### src/hcbp_cfg.svh
// Constants of the host processor bus port: widths, timing counts, modes.
// Assumes inclusion by the package, the port modules, the host model and the testbench top.
// Notes on behaviour
// RULE1: Access only while device select is low.
// RULE2: Read strobe marks a read cycle.
// RULE3: Store strobe captures a register write.
// RULE4: Data strobe read drives valid read data.
// RULE5: Direction select chooses read or write.
// RULE6: Latch transparent while latch strobe high.
// RULE7: Address held at latch strobe falling edge.
// RULE8: Latch strobe tied low/high picks bus style.
// RULE9: Width select low 8 bits, high 16.
// RULE10: Irq output push-pull either polarity, or open-drain.
// RULE11: Irq asserted while service needed; sharable.
// RULE12: Board ties address inputs to data bus.
// RULE13: Multiplexed and demultiplexed 8-bit operation supported.
// RULE14: Unused general port becomes upper data lines.
// RULE15: System reset forces whole port to reset.
// RULE16: Upper byte on general port; inputs after reset.
// RULE17: Demultiplexed address from address inputs directly.
`ifndef HCBP_CFG_SVH
`define HCBP_CFG_SVH
`define HCBP_ADDR_W 5
`define HCBP_DATA_W 16
`define HCBP_BYTE_W 8
`define HCBP_REG_N 32
// Cycles the latch strobe must sit still before its level sets the style
`define HCBP_STYLE_HOLD 8'h10
`define HCBP_IRQ_PP_HIGH 2'h0
`define HCBP_IRQ_PP_LOW 2'h1
`define HCBP_IRQ_OD 2'h2
`endif

### src/hcbp_pkg.sv
// Types of the host processor bus port.
// Assumes hcbp_cfg.svh is on the include path.
`include "hcbp_cfg.svh"
package hcbp_pkg;
   typedef enum logic [3:0] {
      HCBP_IDLE = 4'h1,
      HCBP_READ = 4'h2,
      HCBP_WRITE = 4'h4,
      HCBP_DONE = 4'h8
   } hcbp_state_t;
   // One request toward the register store
   typedef struct packed {
      logic wr;
      logic rd;
      logic wide;
      logic [`HCBP_ADDR_W-1:0] addr;
      logic [`HCBP_DATA_W-1:0] data;
   } hcbp_req_t;
   // Synchronised host pins
   typedef struct packed {
      logic cs_n;
      logic rd_n;
      logic wr_n;
      logic ale;
      logic wide;
      logic [`HCBP_ADDR_W-1:0] addr;
      logic [`HCBP_DATA_W-1:0] data;
   } hcbp_pins_t;
endpackage

### src/hcbp_regmem.sv
// Register store of the host port: 32 words of 16 bits, registered read.
// Assumes one clock and requests already decoded by the port logic.
`timescale 1ns/1ps
`include "hcbp_cfg.svh"
module hcbp_regmem
   import hcbp_pkg::*;
(
   // Clock and reset
   input wire logic core_clk,
   input wire logic reset_n,
   // Access
   input wire hcbp_req_t req,
   output logic [`HCBP_DATA_W-1:0] rdata
);
   logic [`HCBP_DATA_W-1:0] mem [`HCBP_REG_N];
   logic [`HCBP_DATA_W-1:0] rdata_next;

   // Read data selected combinationally, registered below
   always_comb begin
      rdata_next = mem[req.addr];
   end

   // Narrow writes touch only the low byte
   always_ff @(posedge core_clk) begin
      if (!reset_n) begin
         for (int i = 0; i < `HCBP_REG_N; i++) begin
            mem[i] <= 16'h0000;
         end
         rdata <= 16'h0000;
      end else begin
         if (req.wr) begin
            mem[req.addr][7:0] <= req.data[7:0];
            if (req.wide) begin
               mem[req.addr][15:8] <= req.data[15:8];
            end
         end
         rdata <= rdata_next;
      end
   end
endmodule

### src/hcbp_port.sv
// Host processor bus port: strobe decode, address latch, data drive, irq.
// Assumes host pins are asynchronous to core_clk; service request is local.
`timescale 1ns/1ps
`include "hcbp_cfg.svh"
module hcbp_port
   import hcbp_pkg::*;
(
   // Clock and reset
   input wire logic core_clk,
   input wire logic reset_n,
   // Host control pins
   input wire logic cs_n,
   input wire logic rd_n,
   input wire logic wr_n,
   input wire logic ale,
   input wire logic wide_bus_select,
   input wire logic mux_mode,
   input wire logic [`HCBP_ADDR_W-1:0] addr_in,
   // Data pins, low byte and general port
   input wire logic [`HCBP_BYTE_W-1:0] data_in,
   output logic [`HCBP_BYTE_W-1:0] data_out,
   output logic data_oe_n,
   input wire logic [`HCBP_BYTE_W-1:0] gp_in,
   output logic [`HCBP_BYTE_W-1:0] gp_out,
   output logic gp_oe_n,
   // Interrupt
   input wire logic service_req,
   input wire logic [1:0] irq_mode,
   output logic irq_out,
   output logic irq_oe_n,
   // Status
   output logic style_strobe_pair
);
   hcbp_pins_t s1_reg, s2_reg, s1_next, s2_next;
   hcbp_state_t state_reg, state_next;
   logic [`HCBP_ADDR_W-1:0] alat_reg, alat_next;
   logic ale_prev_reg, ale_prev_next;
   logic [7:0] still_reg, still_next;
   logic pair_reg, pair_next;
   hcbp_req_t req;
   logic [`HCBP_DATA_W-1:0] rdata;
   logic [`HCBP_BYTE_W-1:0] dout_next, gout_next;
   logic doe_next, goe_next, irq_next, irqoe_next;
   logic is_rd, is_wr;
   logic [`HCBP_ADDR_W-1:0] cur_addr;

   // Irq pin level for a request level in a given mode
   function automatic logic [1:0] irq_drive(input logic need,
                                            input logic [1:0] mode);
      unique case (mode)
         `HCBP_IRQ_PP_LOW: irq_drive = {~need, 1'b0};
         `HCBP_IRQ_OD: irq_drive = {1'b0, ~need};
         default: irq_drive = {need, 1'b0};
      endcase
   endfunction

   // Two-flop synchroniser of all host pins but mux_mode; stage one feeds stage two only
   always_comb begin
      s1_next = '{cs_n: cs_n, rd_n: rd_n, wr_n: wr_n, ale: ale,
                  wide: wide_bus_select, addr: addr_in,
                  data: {gp_in, data_in}};
      s2_next = s1_reg;
   end

   always_ff @(posedge core_clk) begin
      if (!reset_n) begin
         s1_reg <= '{cs_n: 1'b1, rd_n: 1'b1, wr_n: 1'b1, default: '0};
         s2_reg <= '{cs_n: 1'b1, rd_n: 1'b1, wr_n: 1'b1, default: '0};
      end else begin
         s1_reg <= s1_next;
         s2_reg <= s2_next;
      end
   end

   // Style detect: a latch strobe that never moves is a strap; a moving
   // one means multiplexed strobe-pair use
   always_comb begin
      ale_prev_next = s2_reg.ale;
      still_next = still_reg;
      pair_next = pair_reg;
      if (s2_reg.ale != ale_prev_reg) begin
         still_next = 8'h00;
         pair_next = 1'b1;
      end else if (still_reg != `HCBP_STYLE_HOLD) begin
         still_next = still_reg + 8'h01;
      end else if (!mux_mode) begin
         pair_next = s2_reg.ale; // see RULE8
      end
   end

   // Address latch: transparent while strobe high, held on its fall
   always_comb begin
      alat_next = alat_reg;
      if (s2_reg.ale) begin
         alat_next = s2_reg.data[`HCBP_ADDR_W-1:0]; // see RULE6 RULE12
      end
      // see RULE7
      cur_addr = mux_mode ? alat_reg : s2_reg.addr; // see RULE17 RULE13
   end

   always_ff @(posedge core_clk) begin
      if (!reset_n) begin
         ale_prev_reg <= 1'b0;
         still_reg <= 8'h00;
         pair_reg <= 1'b1;
         alat_reg <= 5'h00;
      end else begin
         ale_prev_reg <= ale_prev_next;
         still_reg <= still_next;
         pair_reg <= pair_next;
         alat_reg <= alat_next;
      end
   end

   // Cycle decode per bus style
   always_comb begin
      if (pair_reg) begin
         is_rd = !s2_reg.rd_n; // see RULE2
         is_wr = !s2_reg.wr_n; // see RULE3
      end else begin
         // Direction high means read
         is_rd = !s2_reg.rd_n && s2_reg.wr_n; // see RULE5 RULE4
         is_wr = !s2_reg.rd_n && !s2_reg.wr_n; // see RULE5
      end
   end

   // One access per strobe; the write lands on the strobe's leading edge
   always_comb begin
      state_next = state_reg;
      req = '{wr: 1'b0, rd: 1'b0, wide: s2_reg.wide, addr: cur_addr,
              data: s2_reg.data};
      unique case (state_reg)
         HCBP_IDLE: begin
            if (!s2_reg.cs_n && is_wr) begin // see RULE1
               state_next = HCBP_WRITE;
            end else if (!s2_reg.cs_n && is_rd) begin
               state_next = HCBP_READ;
            end
         end
         HCBP_WRITE: begin
            req.wr = 1'b1; // see RULE3 RULE9
            state_next = HCBP_DONE;
         end
         HCBP_READ: begin
            req.rd = 1'b1;
            if (s2_reg.cs_n || !is_rd) begin
               state_next = HCBP_IDLE;
            end
         end
         HCBP_DONE: begin
            if (s2_reg.cs_n || (!is_wr && !is_rd)) begin
               state_next = HCBP_IDLE;
            end
         end
         default: state_next = HCBP_IDLE;
      endcase
   end

   hcbp_regmem u_mem (
      .core_clk(core_clk),
      .reset_n(reset_n),
      .req(req),
      .rdata(rdata)
   );

   // Output drive: data only during a selected read; upper byte only wide
   always_comb begin
      doe_next = !(state_reg == HCBP_READ && !s2_reg.cs_n && is_rd);
      dout_next = rdata[7:0]; // see RULE4
      goe_next = doe_next || !s2_reg.wide; // see RULE14 RULE16 RULE9
      gout_next = rdata[15:8];
      {irq_next, irqoe_next} = irq_drive(service_req, irq_mode);
   end

   // Reset leaves every pin released, upper lines as inputs
   always_ff @(posedge core_clk) begin
      if (!reset_n) begin // see RULE15
         state_reg <= HCBP_IDLE;
         data_out <= 8'h00;
         data_oe_n <= 1'b1;
         gp_out <= 8'h00;
         gp_oe_n <= 1'b1; // see RULE16
         irq_out <= 1'b0;
         irq_oe_n <= 1'b1;
         style_strobe_pair <= 1'b1;
      end else begin
         state_reg <= state_next;
         data_out <= dout_next;
         data_oe_n <= doe_next;
         gp_out <= gout_next;
         gp_oe_n <= goe_next;
         irq_out <= irq_next; // see RULE10 RULE11
         irq_oe_n <= irqoe_next;
         style_strobe_pair <= pair_reg;
      end
   end

   // Checks
   wr_select_a: assert property (@(posedge core_clk) disable iff (!reset_n)
      req.wr |-> $past(!s2_reg.cs_n)) // see RULE1
      else $error("write without select");
   rd_drive_a: assert property (@(posedge core_clk) disable iff (!reset_n)
      !data_oe_n |-> $past(state_reg == HCBP_READ && !s2_reg.cs_n))
      // see RULE4
      else $error("data driven outside read");
   pair_write_a: assert property (@(posedge core_clk) disable iff (!reset_n)
      (state_reg == HCBP_IDLE && pair_reg && !s2_reg.cs_n && !s2_reg.wr_n)
      |=> req.wr) // see RULE3
      else $error("strobe write missed");
   pair_read_a: assert property (@(posedge core_clk) disable iff (!reset_n)
      (state_reg == HCBP_IDLE && pair_reg && !s2_reg.cs_n && s2_reg.wr_n
       && !s2_reg.rd_n) |=> state_reg == HCBP_READ) // see RULE2
      else $error("read strobe missed");
   dir_sel_a: assert property (@(posedge core_clk) disable iff (!reset_n)
      (state_reg == HCBP_IDLE && !pair_reg && !s2_reg.cs_n && !s2_reg.rd_n
       && s2_reg.wr_n) |=> state_reg == HCBP_READ) // see RULE5
      else $error("direction not followed");
   latch_pass_a: assert property (@(posedge core_clk) disable iff (!reset_n)
      s2_reg.ale |=> alat_reg == $past(s2_reg.data[4:0])) // see RULE6
      else $error("latch not transparent");
   latch_hold_a: assert property (@(posedge core_clk) disable iff (!reset_n)
      !s2_reg.ale |=> alat_reg == $past(alat_reg)) // see RULE7
      else $error("latch changed while closed");
   wide_off_a: assert property (@(posedge core_clk) disable iff (!reset_n)
      !$past(s2_reg.wide) |-> gp_oe_n) // see RULE9
      else $error("upper byte driven in narrow mode");
   irq_od_a: assert property (@(posedge core_clk) disable iff (!reset_n)
      $past(reset_n) && $past(irq_mode) == `HCBP_IRQ_OD |-> !irq_out
      && irq_oe_n == !$past(service_req)) // see RULE10 RULE11
      else $error("open-drain irq wrong");
   cov_wr_c: cover property (@(posedge core_clk) req.wr);
   cov_rd_c: cover property (@(posedge core_clk) !data_oe_n);
   cov_wide_c: cover property (@(posedge core_clk) !gp_oe_n);
endmodule

### config.mk
export PLATFORM = sky130hd
export DESIGN_NAME = hcbp_port
export DESIGN_NICKNAME = d
export VERILOG_FILES = /design/src/hcbp_pkg.sv /design/src/hcbp_regmem.sv /design/src/hcbp_port.sv
export VERILOG_INCLUDE_DIRS = /design/src
export SDC_FILE = /design/constraint.sdc
export NUM_CORES = 1
export LEC_CHECK = 0
export BUFFER_PORTS_ARGS = -buffer_cell sky130_fd_sc_hd__buf_2
export CAP_MARGIN = 20
export CORE_UTILIZATION = 60
export CTS_CLUSTER_SIZE = 8
export DETAILED_ROUTE_END_ITERATION = 10
export MAX_ROUTING_LAYER = met4
export PLACE_DENSITY = 0.76
export SLEW_MARGIN = 20
export SYNTH_ARGS = -nofsm -noshare
export SYNTH_HDL_FRONTEND = slang
export SYNTH_HIERARCHICAL = 1
export SYNTH_SLANG_ARGS = --single-unit
### constraint.sdc
create_clock -name core_clk -period 3.74 [get_ports core_clk]
set_input_delay 0.561 -clock core_clk [delete_from_list [all_inputs] [get_ports core_clk]]
set_output_delay 0.561 -clock core_clk [all_outputs]
set_load 0.01 [all_outputs]
### After elaboration in Yosys (flattened, before gate mapping)

Memories as Yosys holds them, arrays and structs flattened. A register that Yosys moved wholly into a read port is not among the register bits.
Index checks and enable logic that the tools add are counted.

* flip-flop bits (word level): 92
* bits in writable memories: 512
* bits of input ports: 32
* output and inout port bits: 21
* logic and storage cells: 86
* memories: 1

Memories
* u_mem.mem: depth 32, width 16, read ports 1, clocked after Yosys merged registers in 1, wr ports 32, line hcbp_regmem.sv:15 `` logic [`HCBP_DATA_W-1:0] mem [`HCBP_REG_N]; ``

* add/subtract/negate cells: 1
* equal/unequal tests: 11
* multiplexer cells: 21
* bitwise logic cells: 4
* reductions and logical operators: 22

Operators with widths (number)
* $mux 16: 1
* $mux 4: 4
* $pmux 4 s4: 1
* $reduce_or 16->1: 1
* $mux 1: 11
* $mux 5: 2
* $add 8x1->8 const B: 1
* $logic_not 1->1: 8
* $ne 8x5->1 const B: 1
* $logic_and 1x1->1: 7
* $eq 4x1->1 const B: 1
* $eq 4x2->1 const B: 1
* $eq 4x3->1 const B: 1
* $eq 4x4->1 const B: 1
* $ne 2x2->1 const B: 2
* $not 1->1: 4
* $pmux 2 s2: 1
* $logic_or 1x1->1: 3
* $ne 3x3->1 const B: 1
* $reduce_and 3->1: 1
* $eq 2x1->1 const B: 1
* $eq 2x2->1 const B: 1
* $mux 2: 1
* $reduce_and 2->1: 1
* 2 further kinds: 2

### Logic depth before layout (Yosys ltp)

Gate-level depths: netlist (run 1).

* depth after elaboration: 8
* gate-level depth with buffers: 9
* mapped depth without buffers: 6

### Hierarchy

The synthesis (run 1) kept the hierarchy.

By module, submodules not included
* hcbp_regmem: times used 1, cells an instance 1786, area each 24417.2 µm², seq. area each 15695.1 µm²
* hcbp_port: times used 1, cells an instance 264, area each 2927.8 µm², seq. area each 1841.8 µm²

### Worst setup path after synthesis (run 1)

OpenSTA, ideal clock, no wires.

* path kind: input-to-reg
* start point: in mux_mode
* end point: mem u_mem/mem[13][0] in the netlist's numbering, enable pin
* library setup time: 0.384 ns
* arrival: 2.711 ns
* data required time: 3.356 ns
* setup slack: 0.645 ns
* stages: 7
* path buffers: 4
* path through: clkbuf_1 -> mux2_2 -> buf_2 -> buf_4 -> nand4b_2 -> clkbuf_1 -> o21ai_0

RTL lines
* start, declared: line hcbp_port.sv:17 `input wire logic mux_mode,`
* end, declared: line hcbp_regmem.sv:15

==> flow_summary.yaml, run 1 <==
clock_tree:
  numCtsBuffers: 87
  clock_path_buffers: 3
  cts_tree: "built"
  ctsHoldBuffers: 0
  cts.sinks: 620
  cts_resized: 0
  postCtsSetupBuffers: 0
  htree_levels: 3
  clk_latency_ps: 610
  cts_root_buf: "clkbuf_16"
  path_clk_slew_ps: 50
routing:
  dr.pass1.iters: 5
  routed_wl_um: 64700
  first_iter_violations: 1601
  vias_per_cell: 6.02
  detail-route-antenna-nets: 0
  routedWlPerCell_um: 23.1
  drc_errors: 0
  via_count: 16800
logic_synthesis:
  syn_area_um2: 27300
  yosysUniqueCellTypes: 56
  ys_seq_area_frac: 0.641
  synthArstFlopShare: 0
  synth-edff-count: 512
  syn_inst: 2050
  synth_seq_cells: 620
  synth_warnings: 6
  synthesis.nets: 2086
  synth-main-ff-cell: "edfxtp_1"
  syn_avg_cell_area_um2: 13.3
finish:
  largest_register_ff_count: 512
  area_delta_synth_final_pct: 13.6
  final_cells: 2799
  diodes: 0
  postLayoutCellArea_um2: 31100
  fin_util: 0.696
  nNetsFinal: 2189
  drive_gt1_frac: 0.155
  fill_cells: 2991
critical_path:
  path_cells: "nor4b_2, and4b_1, nand2_1, o21ai_0, buf_4"
  cp_max_fo: 17
  crit_family: "simple AND/OR/NAND/NOR gates"
  crit_arrival_ps: 3510
  slowest_stage: "nand2_1"
  timing.rr.start: "state_reg[3]$_SDFFE_PN0P_"
  max_stage_delay_ps: 640
  crit_type: "reg2reg"
  required_ps: 4060
  path_buf_inv: 1
  worstSetupStartpoint: "state_reg[3]$_SDFFE_PN0P_"
  cp-end-kind: "flop"
  cp-start-kind: "flop"
global_route:
  use_met3: 0.0507
  grtUsageMet1: 0.355
  grt_max_degree: 84
  grt_use_total: 0.289
  grtUsageMet2: 0.479
  antenna_found_initial: 0
  busiest_layer: "met2"
  grt_pass1_vias: 16700
  grt_pass1_wl_um: 97800
  grt_remaining_overflow: 0
die:
  die_w_um: 215
  dieArea_um2: 46400
  coreArea_um2: 44600
  fp.dieH_um: 215
  rows: 77
  start_util: 0.613
  io_pins: 53
sta:
  maxSlewViolCount: 0
  setup_tns_ps: 0
  hold_violations: 0
  setup_violations: 0
  rsz0062_at_grt: "false"
  layout_min_cycle_time_ps: 3190
  clock.fmax_mhz: 313
  max_slew_margin: 0.304
  period_share: 0.854
  tightest_slew_ps: 1040
  skew_ps: 17.2
power:
  power_density_nw_per_um2: 505
  p_leak_nw: 11.3
  ir_drop_uv: 460
placement:
  gp_congestion: 0.944
  port-buffer-count: 52
  dp_hpwl_um: 40500
  dp_cells: 2656
  placed_area_um2: 28600
min_path:
  hp-class: "in2reg"
  worstHoldStart: "cs_n"
run_status:
  status: "finished, final reports clean"
flow_run:
  drv_cap: 0
-- per-layer routing --
metal  vias to the layer above  wire, um
met5                         -         0
met4                         0      2090
met3                       140      4670
met2                       705     32500
met1                      8342     25400
li1                       7654         -
-- synth_stat cells, types with 16 or more instances --
master,number,area share
and2_1,513,0.12
and3_1,67,0.015
buf_2,57,0.010
clkbuf_1,86,0.012
dfxtp_1,108,0.079
edfxtp_1,512,0.56
mux2i_1,263,0.096
nor2_1,39,0.0054
nor2_2,31,0.0071
nor4_1,33,0.0075
o21ai_0,50,0.0092
o21ai_1,16,0.0029
o22ai_1,118,0.027
-- placed cells by master, fill, tap and decap left out, types with 5 or more instances in the layout --
cell and count:
and2_1 513, edfxtp_1 512, mux2i_1 263, buf_4 123, o22ai_1 118, dfxtp_1 108
clkbuf_16 90, and3_1 67, buf_2 51, o21ai_0 50, clkbuf_1 49, nor2_1 39
nor4_1 33, nor2_2 31, o21ai_1 16, nand2_1 14, o22ai_2 10, nand2b_1 9
nand3_1 9, a21boi_2 9, nor2b_1 8, nand4bb_1 6, inv_1 5, xor2_1 5
a21boi_0 5, nand4b_2 5
-- through the flow --
stage	hold WS (ps)	worst slack, ps	power (mW)
global route	138	392	16.1
global placement	397	422	8.58
detailed placement	394	428	8.61
floorplan	386	645	8.32
finish	145	547	15.7
CTS	123	596	15.8
-- where the power goes --
| group | internal, mW | switching (mW) | leakage, nW |
|---|---|---|---|
| clock | 4.46 | 2.74 | 1.20 |
| combinational | 0.249 | 0.446 | 3.91 |
| sequential | 7.70 | 0.0930 | 6.17 |
| total | 12.4 | 3.28 | 11.3 |
-- final cells by class --
type	instances	area, um2	share of cell area
Tap cell	592	741	0.0238
Inverter	5	18.8	0.000604
Multi-Input combinational cell	1262	9030	0.291
Clock inverter	4	63.8	0.00205
Clock buffer	139	2440	0.0784
Timing Repair Buffer	177	1240	0.0399
Sequential cell	620	17500	0.565
-- path summary, 6_finish.rpt --
check / endpoint / slack (ps) / cells past startpoint
worst max-delay path: u_mem/mem[2][15]$_SDFFCE_PN0P_ / 550 / 5
worst min-delay path: s1_reg[25]$_SDFF_PN1_ / 150 / 2
worst max register to register: u_mem/mem[2][15]$_SDFFCE_PN0P_ / 550 / 5
worst min register to register: s2_reg[24]$_SDFF_PN1_ / 410 / 1
-- logic make-up (layout without fill, tap and decap cells) --
logic type / Yosys count / after routing / share of synthesized area
simple gates: 763 / 763 / 0.175
fa+ha+maj: 4 / 4 / 0.00183
mux: 268 / 268 / 0.0983
buf+inv: 168 / 325 / 0.0292
compound gates: 219 / 219 / 0.0516
flops: 620 / 620 / 0.641
xor+xnor: 8 / 8 / 0.00256
Note: power is estimated with default switching activity, not from simulation.
==> run 2, diff against run 1 <==
--- a/config.mk
+++ b/config.mk
@@ -16,5 +16,4 @@
 export SLEW_MARGIN = 20
 export SYNTH_ARGS = -nofsm -noshare
 export SYNTH_HDL_FRONTEND = slang
-export SYNTH_HIERARCHICAL = 1
 export SYNTH_SLANG_ARGS = --single-unit
==> run 2 against run 1 <==
- power rose by 0.95%
- critical path type unchanged
- worst hold slack got worse by 15 ps
- critical path depth increased by 1
- critical endpoint is now u_mem.rdata[1]$_SDFF_PN0_
- routed wire length rose by 20%
- combinational power is 11% lower
==> flow_summary.yaml, run 2 <==
clock_tree:
  clk_latency_ps: 640
  path_clk_slew_ps: 60
  cts_resized: 0
  cts_tree: "built"
  cts.sinks: 620
  ctsHoldBuffers: 0
  cts_root_buf: "clkbuf_16"
  numCtsBuffers: 87
  postCtsSetupBuffers: 0
  htree_levels: 3
  clock_path_buffers: 3
min_path:
  hp-class: "in2reg"
  worstHoldStart: "rd_n"
sta:
  period_share: 0.800
  hold_violations: 0
  skew_ps: 23.0
  maxSlewViolCount: 0
  setup_tns_ps: 0
  setup_violations: 0
  tightest_slew_ps: 1150
  rsz0062_at_grt: "false"
  clock.fmax_mhz: 334
  layout_min_cycle_time_ps: 2990
  max_slew_margin: 0.230
global_route:
  grt_max_degree: 93
  antenna_found_initial: 1
  grt_remaining_overflow: 0
  grt_use_total: 0.349
  grt_pass1_wl_um: 115000
  grt_pass1_vias: 17900
critical_path:
  required_ps: 4240
  cp_max_fo: 24
  cp-start-kind: "flop"
  crit_arrival_ps: 3500
  crit_family: "multiplexers"
  max_stage_delay_ps: 630
  crit_type: "reg2reg"
  slowest_stage: "or4_1"
  path_buf_inv: 1
  path_cells: "mux2_4, buf_12, mux2i_1, o22ai_1, or4_1, o41a_1"
  worstSetupStartpoint: "alat_reg[1]$_SDFFE_PN0P_"
  timing.rr.start: "alat_reg[1]$_SDFFE_PN0P_"
  cp-end-kind: "flop"
placement:
  port-buffer-count: 52
  gp_congestion: 0.959
  dp_hpwl_um: 50200
power:
  p_leak_nw: 12.0
  switching_power_mw: 3.50
  power_density_nw_per_um2: 514
  p_comb_frac: 0.039
  p_seq_frac: 0.497
  swShare: 0.221
  clockPowerShare: 0.465
  ir_drop_uv: 425
  p_int_mw: 12.3
routing:
  via_count: 18500
  routedWlPerCell_um: 26.8
  drc_errors: 0
  routed_wl_um: 77500
  vias_per_cell: 6.40
  first_iter_violations: 2612
  dr.pass1.iters: 6
  detail-route-antenna-nets: 0
die:
  die_w_um: 215
  start_util: 0.613
  rows: 77
  fp.dieH_um: 215
  io_pins: 53
  dieArea_um2: 46400
  coreArea_um2: 44600
finish:
  final_common_cell: "edfxtp_1"
  nNetsFinal: 2267
  fin_util: 0.692
  largest_register_ff_count: 512
  area_delta_synth_final_pct: 12.9
  drive_gt1_frac: 0.122
  mostFrequentLayoutCells: "edfxtp_1, and2_1, and3_1"
logic_synthesis:
  ys_seq_area_frac: 0.641
  synth_warnings: 0
  synthesis.nets: 2241
  synthArstFlopShare: 0
  yosysUniqueCellTypes: 54
  synth_top_area_cell: "edfxtp_1"
  synth_common_cells: "edfxtp_1, and2_1, and3_1, nand2_1, clkbuf_1"
  synth-edff-count: 512
  yosys.area.top_type_share: 0.562
  syn_area_um2: 27300
  synth_area_leaders: "edfxtp_1, dfxtp_1, and2_1"
  syn_avg_cell_area_um2: 12.4
  yosysMostFrequentCell: "edfxtp_1"
  syn_inst: 2205
  synth-main-ff-cell: "edfxtp_1"
  synth_seq_cells: 620
run_status:
  status: "finished, final reports clean"
flow_run:
  drv_cap: 0
## run 2: final timing paths
path,end,slack (ps),cells past startpoint
max reg2reg,u_mem.rdata[1]$_SDFF_PN0_,750,6
min reg2reg,s2_reg[24]$_SDFF_PN1_,410,1
min,s1_reg[24]$_SDFF_PN1_,130,2
max,u_mem.rdata[1]$_SDFF_PN0_,750,6
## run 2: cell type report
cell class / count / area [um2]
sequential: 620 / 17500
timing repair buffer: 138 / 1010
clock inverter: 5 / 81.3
fill: 3047 / 13800
antenna: 1 / 2.50
clock buffer: 148 / 2470
inverter: 9 / 33.8
multi-input combinational: 1375 / 8970
tap: 592 / 741
## run 2: logic make-up after synthesis
logic type	count (synthesis)	share of synthesized area
multiplexers	142	0.0529
adder cells (fa/ha/maj)	4	0.00183
XOR/XNOR	9	0.00288
buffers and inverters	210	0.0337
flip-flops	620	0.641
AND/OR/NAND/NOR	947	0.201
AO/OA/AOI/OAI	273	0.0658
## run 2: routing by layer
layer	track usage	wire length, um	up-vias
met5	-	0	-
met1	0.469	30800	9124
met3	0.0723	7970	162
met4	0.153	3500	0
met2	0.515	35200	1061
li1	-	-	8126
## run 2: through the flow
step | total power [mW] | hold WS, ps | cells | instance area [um2] | worst slack (ps)
2_1_floorplan | 8.30 | 386 | 2205 | 27300 | 1000
3_3_place_gp | 8.57 | 392 | 2734 | 28300 | 347
5_1_grt | 16.2 | 132 | 2887 | 30900 | 670
6_report | 15.8 | 131 | 2888 | 30900 | 747
4_1_cts | 15.9 | 119 | 2887 | 30800 | 657
3_5_place_dp | 8.59 | 398 | 2734 | 28300 | 330
## run 2: power groups by stage
stage / Combinational, mW / Clock, mW / Sequential (mW)
floorplan: 0.418 / 0 / 7.88
global placement: 0.588 / 0 / 7.98
detailed placement: 0.605 / 0 / 7.99
CTS: 0.608 / 7.39 / 7.86
global route: 0.654 / 7.69 / 7.88
finish: 0.616 / 7.36 / 7.87
==> run 3, diff against run 2 <==
==> constraint.sdc (replaced) <==
create_clock -name core_clk -period 2.8 [get_ports core_clk]
set_input_delay 0.42 -clock core_clk [delete_from_list [all_inputs] [get_ports core_clk]]
set_output_delay 0.42 -clock core_clk [all_outputs]
set_load 0.01 [all_outputs]
==> run 3 against run 2 <==
- cell count increased by 3.7%
- critical path type unchanged
- largest power group unchanged
- die area is the same
- worst hold slack worse by 110 ps
- sequential power increased by 33%
- routed wire length is 1.5% higher
- setup slack lost 680 ps
- via count rose by 3.8%
==> flow_summary.yaml, run 3 (same netlist as run 2, synthesis figures left out) <==
routing:
  via_count: 19200
  drc_errors: 0
  routed_wl_um: 78700
  routedWlPerCell_um: 26.3
  dr.pass1.iters: 5
  detail-route-antenna-nets: 0
  vias_per_cell: 6.40
  first_iter_violations: 2461
flow_run:
  drv_cap: 0
critical_path:
  cp_max_fo: 9
  crit_family: "simple AND/OR/NAND/NOR gates"
  slowest_stage: "nor4b_4"
  rrSetupSlack_ps: 60
  path_cells: "nor4b_4, buf_4, nand3_2, nor3_1, buf_4, nand2_1, nand2_1"
  path_buf_inv: 2
  crit_arrival_ps: 3030
  max_stage_delay_ps: 450
  crit_type: "reg2reg"
  cp-start-kind: "flop"
  cp-end-kind: "flop"
  required_ps: 3090
sta:
  period_share: 0.978
  tightest_slew_ps: 1060
  layout_min_cycle_time_ps: 2740
  hold_violations: 0
  clock.fmax_mhz: 365
  skew_ps: 20.1
  max_slew_margin: 0.287
  setup_violations: 0
  setup_tns_ps: 0
  maxSlewViolCount: 0
  rsz0062_at_grt: "false"
clock_tree:
  postCtsSetupBuffers: 0
  clock_path_buffers: 3
  cts.sinks: 620
  numCtsBuffers: 87
  path_clk_slew_ps: 50
  cts_tree: "built"
  cts_root_buf: "clkbuf_16"
  htree_levels: 3
  clk_latency_ps: 630
global_route:
  antenna_found_initial: 2
  grt_pass1_wl_um: 116000
  grt_remaining_overflow: 0
  grt_max_degree: 134
  grt_pass1_vias: 18600
  grt_use_total: 0.352
die:
  die_w_um: 215
  coreArea_um2: 44600
  fp.dieH_um: 215
  io_pins: 53
  start_util: 0.613
  rows: 77
  dieArea_um2: 46400
finish:
  area_delta_synth_final_pct: 16.4
  drive_gt1_frac: 0.157
  fin_util: 0.714
  nNetsFinal: 2384
  largest_register_ff_count: 512
  final_common_cell: "edfxtp_1"
  mostFrequentLayoutCells: "edfxtp_1, and2_1, and3_1"
placement:
  gp_congestion: 0.991
  dp_hpwl_um: 51300
  port-buffer-count: 52
power:
  power_density_nw_per_um2: 658
  ir_drop_uv: 636
  p_leak_nw: 12.6
  fin_total_pwr_mw: 20.9
run_status:
  status: "finished, final reports clean"
min_path:
  hp-class: "in2reg"
-- run 3: changes by cell type in the layout (fill, tap and decap cells not counted), sizes merged --
cell | before | now
inv | 12 | 14
clkbuf | 148 | 138
dlygate4sd3 | 0 | 17
clkinv | 2 | 1
buf | 138 | 238
-- run 3: report_power, final --
part / total [mW] / switching [mW] / internal, mW
clock network: 9.54 / 3.81 / 5.72
registers: 10.5 / 0.200 / 10.3
logic: 0.923 / 0.613 / 0.310
-- run 3: through the flow --
step | std cells | worst slack (ps) | hold slack (ps) | area (um2)
after CTS | 2995 | 76.0 | 0.107 | 31800
after global routing | 2996 | 2.76 | 23.7 | 31800
after detailed placement | 2834 | -88.9 | 419 | 29200
final | 2996 | 62.5 | 18.7 | 31800
after global placement | 2834 | -87.9 | 411 | 29200
after floorplan | 2205 | 202 | 386 | 27300
-- run 3: what timing repair did --
item                                   CTS  global route
endpoints found under the hold margin   17             0
gates resized for setup                  0             5
hold buffers                            17             0
setup endpoints to repair                0            50
-- run 3: worst paths after layout --
kind,from,endpoint,cells past startpoint
setup / recovery,state_reg[3]$_SDFFE_PN0P_,u_mem.mem[21][8]$_SDFFCE_PN0P_,7
hold / removal,data_in[7],s1_reg[7]$_SDFF_PN0_,2
setup reg to reg,state_reg[3]$_SDFFE_PN0P_,u_mem.mem[21][8]$_SDFFCE_PN0P_,7
hold reg to reg,s1_reg[24]$_SDFF_PN1_,s2_reg[24]$_SDFF_PN1_,1
-- run 3: cell type report --
type,count,area (um2)
well taps,592,741
inverters,9,33.8
repair buffers,255,2100
multi-input cells,1375,8980
clock inverters,6,48.8
flip-flops and latches,620,17500
fillers,2990,12800
clock buffers,138,2370
diodes,1,2.50
-- run 3: metal layers --
layer	vias up	global-route usage	part of all wire	wire, um
met3	204	0.0678	0.11	8540
met5	-	-	0	0
met2	1206	0.542	0.47	37100
li1	8335	-	-	-
met1	9427	0.452	0.38	29500
met4	0	0.165	0.044	3480
